### config.mk
export PLATFORM = sky130hd
export DESIGN_NAME = cse_config_status
export DESIGN_NICKNAME = d
export VERILOG_FILES = /design/src/cse_pf_regs.v /design/src/cse_config_status.v
export VERILOG_INCLUDE_DIRS = /design/src
export SDC_FILE = /design/constraint.sdc
export NUM_CORES = 1
export LEC_CHECK = 0
export BUFFER_PORTS_ARGS = -buffer_cell sky130_fd_sc_hd__buf_2
export CAP_MARGIN = 20
export CELL_PAD_IN_SITES_DETAIL_PLACEMENT = 1
export CELL_PAD_IN_SITES_GLOBAL_PLACEMENT = 1
export CORE_ASPECT_RATIO = 0.5
export CORE_UTILIZATION = 56
export CTS_CLUSTER_DIAMETER = 40
export DETAILED_ROUTE_END_ITERATION = 7
export GPL_TIMING_DRIVEN = 0
export PLACE_DENSITY = 0.87
export SYNTH_ARGS = -nofsm -noshare
export SYNTH_HDL_FRONTEND = slang
export SYNTH_HIERARCHICAL = 1
export SYNTH_SLANG_ARGS = --single-unit
### constraint.sdc
create_clock -name sys_clk -period 10.45 [get_ports sys_clk]
set_clock_uncertainty 0.05 [all_clocks]
set_input_delay 1.5675 -clock sys_clk [delete_from_list [all_inputs] [get_ports sys_clk]]
set_output_delay 1.5675 -clock sys_clk [all_outputs]
set_load 0.01 [all_outputs]
### src/cse_consts.vh
// Constants for the configuration status export block.
// Assumes the includer runs on the application-layer clock.
`ifndef CSE_CONSTS_VH
`define CSE_CONSTS_VH

// Function count and field widths
`define CSE_NUM_PF 4
`define CSE_BUS_W 8
`define CSE_DEV_W 5
`define CSE_REG_W 16
`define CSE_SIZE_W 3
`define CSE_STM_W 2
`define CSE_STU_W 5
`define CSE_SEL_W 3

// Configuration register selects on the write port
`define CSE_SEL_COMMAND 3'h0
`define CSE_SEL_DEVCTL 3'h1
`define CSE_SEL_DEVCTL2 3'h2
`define CSE_SEL_SRIOV_CTL 3'h3
`define CSE_SEL_VIRTUAL_FUNCTION_COUNT_FIELD 3'h4
`define CSE_SEL_TPH_CTL 3'h5
`define CSE_SEL_ATS_CTL 3'h6

// Field positions
`define CSE_CMD_MEM_BIT 1
`define CSE_CMD_MASTER_BIT 2
`define CSE_DC_PAYLOAD_LSB 5
`define CSE_DC_WIDE_TAG_BIT 8
`define CSE_DC_RDREQ_LSB 12
`define CSE_DC2_CTO_OFF_BIT 4
`define CSE_DC2_ATOMIC_BIT 6
`define CSE_SRIOV_VF_MEM_BIT 3
`define CSE_TPH_MODE_LSB 0
`define CSE_TPH_EN_BIT 8
`define CSE_ATS_STU_LSB 0
`define CSE_ATS_EN_BIT 15

// Reset values
`define CSE_RST_REG 16'h0000
`define CSE_RST_DEVCTL 16'h2000
`define CSE_RST_BUS 8'h00
`define CSE_RST_DEV 5'h00

// Cycles from a configuration write to the exported value
`define CSE_UPDATE_LATENCY 2

`endif

### src/cse_pf_regs.v
// Holds the shadowed configuration registers of one physical function.
// Assumes writes arrive as single-cycle strobes from logic on sys_clk.
`include "cse_consts.vh"
`default_nettype none

module cse_pf_regs (
  // Clock and reset
  input wire sys_clk,
  input wire rst_n,
  // Configuration write strobe
  input wire wr_en,
  input wire [`CSE_SEL_W-1:0] wr_sel,
  input wire [`CSE_REG_W-1:0] wr_data,
  input wire [`CSE_BUS_W-1:0] wr_bus,
  input wire [`CSE_DEV_W-1:0] wr_dev,
  // Stored values
  output reg [`CSE_BUS_W-1:0] bus_number_r,
  output reg [`CSE_DEV_W-1:0] device_number_r,
  output reg [`CSE_REG_W-1:0] command_r,
  output reg [`CSE_REG_W-1:0] devctl_r,
  output reg [`CSE_REG_W-1:0] devctl2_r,
  output reg [`CSE_REG_W-1:0] sriov_ctl_r,
  output reg [`CSE_REG_W-1:0] virtual_function_count_field_r,
  output reg [`CSE_REG_W-1:0] tph_ctl_r,
  output reg [`CSE_REG_W-1:0] ats_ctl_r
);

  // Any write to the function also captures its routing identity
  always @(posedge sys_clk or negedge rst_n)
  begin
    if (!rst_n)
    begin
      bus_number_r <= `CSE_RST_BUS;
      device_number_r <= `CSE_RST_DEV;
      command_r <= `CSE_RST_REG;
      devctl_r <= `CSE_RST_DEVCTL;
      devctl2_r <= `CSE_RST_REG;
      sriov_ctl_r <= `CSE_RST_REG;
      virtual_function_count_field_r <= `CSE_RST_REG;
      tph_ctl_r <= `CSE_RST_REG;
      ats_ctl_r <= `CSE_RST_REG;
    end
    else if (wr_en)
    begin
      bus_number_r <= wr_bus;
      device_number_r <= wr_dev;
      case (wr_sel)
        `CSE_SEL_COMMAND: command_r <= wr_data;
        `CSE_SEL_DEVCTL: devctl_r <= wr_data;
        `CSE_SEL_DEVCTL2: devctl2_r <= wr_data;
        `CSE_SEL_SRIOV_CTL: sriov_ctl_r <= wr_data;
        `CSE_SEL_VIRTUAL_FUNCTION_COUNT_FIELD: virtual_function_count_field_r <= wr_data;
        `CSE_SEL_TPH_CTL: tph_ctl_r <= wr_data;
        `CSE_SEL_ATS_CTL: ats_ctl_r <= wr_data;
        default: command_r <= command_r; // Unused select ignored
      endcase
    end
  end

endmodule // cse_pf_regs

`default_nettype wire

### src/cse_config_status.v
// Exports configuration-space settings of each physical function as
// parallel status outputs for the application layer.
// Assumes the configuration write port is driven from logic on sys_clk,
// so it is taken without synchronisers.
`include "cse_consts.vh"
`default_nettype none

module cse_config_status (
  // Application-layer clock and reset
  input wire sys_clk,
  input wire rst_n,
  // Functions present; function 0 always counts as present
  input wire [`CSE_NUM_PF-1:0] pf_enabled,
  // Alternative routing in force
  input wire alternative_routing_id,
  // Configuration write port
  input wire cfg_wr_valid,
  input wire [1:0] cfg_wr_func,
  input wire [`CSE_SEL_W-1:0] cfg_wr_sel,
  input wire [`CSE_REG_W-1:0] cfg_wr_data,
  input wire [`CSE_BUS_W-1:0] cfg_wr_bus,
  input wire [`CSE_DEV_W-1:0] cfg_wr_dev,
  // Routing identity per function
  output reg [`CSE_NUM_PF*`CSE_BUS_W-1:0] pf_bus_number,
  output reg [`CSE_NUM_PF*`CSE_DEV_W-1:0] pf_device_number,
  output reg device_number_in_use,
  // Command and SR-IOV enables, plus the virtual function count field
  output reg [`CSE_NUM_PF-1:0] pf_memory_space_enable,
  output reg [`CSE_NUM_PF-1:0] pf_master_enable,
  output reg [`CSE_NUM_PF-1:0] vf_memory_space_enable,
  output reg [`CSE_NUM_PF*`CSE_REG_W-1:0] virtual_function_count_field,
  // Device control derived settings
  output reg [`CSE_SIZE_W-1:0] max_payload_size,
  output reg [`CSE_SIZE_W-1:0] max_read_request_size,
  output reg [`CSE_NUM_PF-1:0] wide_tag_enable,
  output reg [`CSE_NUM_PF-1:0] completion_timer_off,
  output reg [`CSE_NUM_PF-1:0] atomic_requester_enable,
  // Processing hints and translation service
  output reg [`CSE_NUM_PF*`CSE_STM_W-1:0] steering_tag_mode,
  output reg [`CSE_NUM_PF-1:0] hint_requester_enable,
  output reg [`CSE_NUM_PF*`CSE_STU_W-1:0] translation_unit_size,
  output reg [`CSE_NUM_PF-1:0] translation_service_enable
);

  // Effective presence: function 0 is always there
  wire [`CSE_NUM_PF-1:0] present;
  assign present = {pf_enabled[`CSE_NUM_PF-1:1], 1'b1};

  // Only function 0 present selects the plain path for the size fields
  wire only_pf0;
  assign only_pf0 = ~|pf_enabled[`CSE_NUM_PF-1:1];

  // Packed next values, built per function below
  wire [`CSE_NUM_PF*`CSE_BUS_W-1:0] bus_nxt;
  wire [`CSE_NUM_PF*`CSE_DEV_W-1:0] dev_nxt;
  wire [`CSE_NUM_PF-1:0] mem_nxt;
  wire [`CSE_NUM_PF-1:0] master_nxt;
  wire [`CSE_NUM_PF-1:0] vf_mem_nxt;
  wire [`CSE_NUM_PF*`CSE_REG_W-1:0] virtual_function_count_field_nxt;
  wire [`CSE_NUM_PF*`CSE_SIZE_W-1:0] payload_all;
  wire [`CSE_NUM_PF*`CSE_SIZE_W-1:0] rdreq_all;
  wire [`CSE_NUM_PF-1:0] wide_tag_nxt;
  wire [`CSE_NUM_PF-1:0] cto_off_nxt;
  wire [`CSE_NUM_PF-1:0] atomic_nxt;
  wire [`CSE_NUM_PF*`CSE_STM_W-1:0] stm_nxt;
  wire [`CSE_NUM_PF-1:0] hint_nxt;
  wire [`CSE_NUM_PF*`CSE_STU_W-1:0] stu_nxt;
  wire [`CSE_NUM_PF-1:0] ats_nxt;

  // One register store per function, plus field extraction
  genvar g;
  generate
    for (g = 0; g < `CSE_NUM_PF; g = g + 1)
    begin : pf_gen
      wire [`CSE_REG_W-1:0] cmd;
      wire [`CSE_REG_W-1:0] dc;
      wire [`CSE_REG_W-1:0] dc2;
      wire [`CSE_REG_W-1:0] sriov;
      wire [`CSE_REG_W-1:0] tph;
      wire [`CSE_REG_W-1:0] ats;
      wire wr_hit;

      // Writes to an absent function are dropped
      assign wr_hit = cfg_wr_valid & (cfg_wr_func == g) & present[g];

      cse_pf_regs u_regs (
        .sys_clk(sys_clk),
        .rst_n(rst_n),
        .wr_en(wr_hit),
        .wr_sel(cfg_wr_sel),
        .wr_data(cfg_wr_data),
        .wr_bus(cfg_wr_bus),
        .wr_dev(cfg_wr_dev),
        .bus_number_r(bus_nxt[g*`CSE_BUS_W +: `CSE_BUS_W]),
        .device_number_r(dev_nxt[g*`CSE_DEV_W +: `CSE_DEV_W]),
        .command_r(cmd),
        .devctl_r(dc),
        .devctl2_r(dc2),
        .sriov_ctl_r(sriov),
        .virtual_function_count_field_r(virtual_function_count_field_nxt[g*`CSE_REG_W +: `CSE_REG_W]),
        .tph_ctl_r(tph),
        .ats_ctl_r(ats)
      );

      // Command register and SR-IOV control enables
      assign mem_nxt[g] = cmd[`CSE_CMD_MEM_BIT];
      assign master_nxt[g] = cmd[`CSE_CMD_MASTER_BIT];
      assign vf_mem_nxt[g] = sriov[`CSE_SRIOV_VF_MEM_BIT];

      // Device control and device control 2 fields
      assign payload_all[g*`CSE_SIZE_W +: `CSE_SIZE_W] =
        dc[`CSE_DC_PAYLOAD_LSB +: `CSE_SIZE_W];
      assign rdreq_all[g*`CSE_SIZE_W +: `CSE_SIZE_W] =
        dc[`CSE_DC_RDREQ_LSB +: `CSE_SIZE_W];
      assign wide_tag_nxt[g] = dc[`CSE_DC_WIDE_TAG_BIT];
      assign cto_off_nxt[g] = dc2[`CSE_DC2_CTO_OFF_BIT];
      assign atomic_nxt[g] = dc2[`CSE_DC2_ATOMIC_BIT];

      // Processing hints, packed two bits per function
      assign stm_nxt[g*`CSE_STM_W +: `CSE_STM_W] =
        tph[`CSE_TPH_MODE_LSB +: `CSE_STM_W];
      assign hint_nxt[g] = tph[`CSE_TPH_EN_BIT];

      // Translation service, packed five bits per function
      assign stu_nxt[g*`CSE_STU_W +: `CSE_STU_W] =
        ats[`CSE_ATS_STU_LSB +: `CSE_STU_W];
      assign ats_nxt[g] = ats[`CSE_ATS_EN_BIT];
    end
  endgenerate

  // Smallest size field among present functions; absent ones are skipped
  // so a stale value in an unused store cannot shrink the limit.
  function [`CSE_SIZE_W-1:0] min_present;
    input [`CSE_NUM_PF*`CSE_SIZE_W-1:0] fields;
    input [`CSE_NUM_PF-1:0] pres;
    integer i;
    reg [`CSE_SIZE_W-1:0] cur;
    reg [`CSE_SIZE_W-1:0] best;
    begin
      best = fields[`CSE_SIZE_W-1:0];
      for (i = 1; i < `CSE_NUM_PF; i = i + 1)
      begin
        cur = fields[i*`CSE_SIZE_W +: `CSE_SIZE_W];
        if (pres[i] && (cur < best))
          best = cur;
      end
      min_present = best;
    end
  endfunction

  // Reset view of device control, sliced so the size fields keep their width
  localparam [`CSE_REG_W-1:0] devctl_rst = `CSE_RST_DEVCTL;

  // Size outputs: plain function 0 value or the minimum
  reg [`CSE_SIZE_W-1:0] payload_nxt;
  reg [`CSE_SIZE_W-1:0] rdreq_nxt;
  always @*
  begin
    if (only_pf0)
    begin
      payload_nxt = payload_all[`CSE_SIZE_W-1:0];
      rdreq_nxt = rdreq_all[`CSE_SIZE_W-1:0];
    end
    else
    begin
      payload_nxt = min_present(payload_all, present);
      rdreq_nxt = min_present(rdreq_all, present);
    end
  end

  // Output stage: every export but device_number_in_use is a flop one cycle behind the store,
  // giving a fixed two-cycle write-to-output latency and steady values.
  always @(posedge sys_clk or negedge rst_n)
  begin
    if (!rst_n)
    begin
      pf_bus_number <= {`CSE_NUM_PF{`CSE_RST_BUS}};
      pf_device_number <= {`CSE_NUM_PF{`CSE_RST_DEV}};
      device_number_in_use <= 1'b1;
      pf_memory_space_enable <= {`CSE_NUM_PF{1'b0}};
      pf_master_enable <= {`CSE_NUM_PF{1'b0}};
      vf_memory_space_enable <= {`CSE_NUM_PF{1'b0}};
      virtual_function_count_field <= {`CSE_NUM_PF{`CSE_RST_REG}};
      max_payload_size <= devctl_rst[`CSE_DC_PAYLOAD_LSB +: `CSE_SIZE_W];
      max_read_request_size <= devctl_rst[`CSE_DC_RDREQ_LSB +: `CSE_SIZE_W];
      wide_tag_enable <= {`CSE_NUM_PF{1'b0}};
      completion_timer_off <= {`CSE_NUM_PF{1'b0}};
      atomic_requester_enable <= {`CSE_NUM_PF{1'b0}};
      steering_tag_mode <= {`CSE_NUM_PF*`CSE_STM_W{1'b0}};
      hint_requester_enable <= {`CSE_NUM_PF{1'b0}};
      translation_unit_size <= {`CSE_NUM_PF*`CSE_STU_W{1'b0}};
      translation_service_enable <= {`CSE_NUM_PF{1'b0}};
    end
    else
    begin
      // Informational only; copied from each function's store one cycle later
      pf_bus_number <= bus_nxt;
      pf_device_number <= dev_nxt;
      // Flags the device number as meaningless under alternative routing
      device_number_in_use <= ~alternative_routing_id;
      pf_memory_space_enable <= mem_nxt;
      pf_master_enable <= master_nxt;
      vf_memory_space_enable <= vf_mem_nxt;
      virtual_function_count_field <= virtual_function_count_field_nxt;
      max_payload_size <= payload_nxt;
      max_read_request_size <= rdreq_nxt;
      wide_tag_enable <= wide_tag_nxt;
      completion_timer_off <= cto_off_nxt;
      atomic_requester_enable <= atomic_nxt;
      steering_tag_mode <= stm_nxt;
      hint_requester_enable <= hint_nxt;
      translation_unit_size <= stu_nxt;
      translation_service_enable <= ats_nxt;
    end
  end

endmodule // cse_config_status

`default_nettype wire

==> metrics.txt <==
Slew HR 51.6%; clock power share between 30% and 40%; sw power ~1.0 mW; critical path required time about 11 ns; DIE AREA about 25000 um^2; worst vdd ir 0.136 mV; Longest Clk Path Bufs 3; final hold violation count 0; critical path capture point type flop; leakage 8.30 nW; Avg Vias per Cell approximately 5.5; CP startpoint kind input port; Worst-Margin Slew slightly above 0.7 ns; Worst-Skew Late Latency ~0.54 ns; antenna violations before repair 3; sum of negative setup slack 0 ns; routed vias between 7000 and 8000; Die X-Extent 222 um; drt drc 0; RSZ-0062 raised after global routing false; Synth Instances roughly 750; Final Slew Violations 0; crit path max fanout 3; total routed wirelength approximately 37 mm; CTS clk-pin slew, worst paths around 0.070 ns; Worst Hold Slack 0.317 ns; Site Rows 39; switch share ~27%; Pwr Density 234 nW/um^2; Cell Count, Final, Fillers Out 1341; gpl congestion 0.800; final setup fails 0; initial drt markers 348; clk sinks around 380; Syn Area/Cell approximately 18 um^2; filler instances roughly 2000; CP Class input port to flop; root buffer cell clkbuf_16; total power between 3 and 4 mW; DRT Pass-1 Iters 4; DIE HEIGHT ~110 um; f_max 0.223 GHz; Clock H-tree levels 2; # Max-Cap Violations 0; vias in the first global route a little under 9000; Finished Core Util a little over two thirds; I/O Pins roughly 230; post_cts resized 0; Initial Utilization between 50% and 60%; first-pass GRT wire length between 50 and 60 mm; status complete, no violations; Routed wire per std cell around 27 um; TritonCTS buffer count 35; nets@finish 1062; Port Buffer Count 220; critical path arrival 4.86 ns; share of post-route cells with drive strength above 1 a little under three fifths; Post-CTS Setup Inserts 0; Syn Nets roughly 800; Tcrit/Tclk final 43.0%; synth warn 6; hold buffer count at cts 0; crit path time final between 4 and 5 ns; Inst Count DP about 1300; mapped cell area around 13000 um^2; Internal 2.78 mW; combinational group share of total power 14.9%; largest net degree at the start of global routing about 130; Seq pwr share between 40% and 50%; Hold WC Path Type flop to flop; post-route ant nets 0; GRT Util Overall roughly a third; CTS tree built; Area Overhead vs Synth 20.7%; hpwl dp 22.0 mm; total gr overflow 0; core area around 23000 um^2
-- sequential cells by signal (all words and copies together), names as in the netlist, 20 cells and up --
name                                          flops
pf_gen.u_regs/virtual_function_count_field_r     64
virtual_function_count_field                     64
pf_bus_number                                    32
pf_gen.u_regs/bus_number_r                       32
pf_gen.u_regs/devctl_r                           28
pf_gen.u_regs/ats_ctl_r                          24
pf_device_number                                 20
pf_gen.u_regs/device_number_r                    20
translation_unit_size                            20
-- path summary, 6_finish.rpt --
| check | from | to | slack (ns) | depth (start not counted) |
|---|---|---|---|---|
| min in group asynchronous | rst_n | pf_bus_number[25] | 0.94 | 1 |
| worst min-delay path | flop | virtual_function_count_field[43] | 0.32 | 0 |
| worst max-delay path | pf_enabled[1] | max_payload_size[0] | 5.96 | 14 |
| max in group asynchronous | rst_n | pf_gen[1].u_regs/devctl_r[13] | 8.06 | 3 |
| worst min register to register | flop | virtual_function_count_field[43] | 0.32 | 0 |
| worst max register to register | pf_gen[0].u_regs/devctl_r[7] | max_payload_size[0] | 6.28 | 15 |
-- worst max-delay path: stages --
cell      delay (ns)
buf_2           0.14
nor2b_4         0.21
o211ai_2        0.15
mux2i_1         0.30
ha_1            0.32
a21oi_1         0.22
nand2_1         0.15
o31ai_4         0.35
mux2_4          0.35
ha_1            0.27
or2_1           0.20
a21oi_1         0.25
a21oi_4         0.07
mux2_4          0.30
-- cells in the final DEF, fill, tap and decap left out, types with 3 or more instances in the layout --
cell	count
mux2_4	10
a21oi_1	4
buf_2	239
nor4bb_1	4
mux2_1	4
dfstp_2	6
diode_2	3
mux2i_1	8
and4bb_2	8
clkbuf_16	35
ha_1	12
nand2_1	6
bufinv_16	4
o31ai_4	4
mux2_2	192
nand4b_2	12
buf_4	12
inv_1	13
clkbuf_8	9
clkbuf_1	5
buf_6	20
dfrtp_1	377
buf_16	3
nor4b_4	4
-- cell type report --
cell class / instances / area [um^2] / area share, %
antenna: 3 / 7.51 / 0.0461
buffer: 52 / 415 / 2.55
clock buffer: 49 / 1020 / 6.25
clock inverter: 11 / 185 / 1.14
inverter: 13 / 48.8 / 0.300
multi-input combinational: 300 / 3440 / 21.1
sequential: 383 / 9590 / 58.9
tap: 307 / 384 / 2.36
timing repair buffer: 223 / 1190 / 7.33
-- power by group through the flow --
stage,sequential (mW),combinational [mW],clock [mW]
2_1_floorplan,1.91,0.236,0
3_3_place_gp,1.85,0.511,0
3_5_place_dp,1.88,0.550,0
4_1_cts,1.87,0.575,1.40
5_1_grt,1.89,0.605,1.45
6_report,1.87,0.569,1.37
-- metal layers --
metal  global-route usage (%)  share of wire, %
met1                     36.1                38
met3                     6.94               4.4
met5                     1.14             0.038
met4                     11.7               3.1
met2                     58.4                54
-- metrics by stage --
step           area (um^2)  setup slack, ns
2_1_floorplan        13500             6.04
3_3_place_gp         15000            0.861
3_5_place_dp         15100             5.45
4_1_cts              16300             5.93
5_1_grt              16300             5.83
6_report             16300             5.96
(Power assumes the default switching activity.)
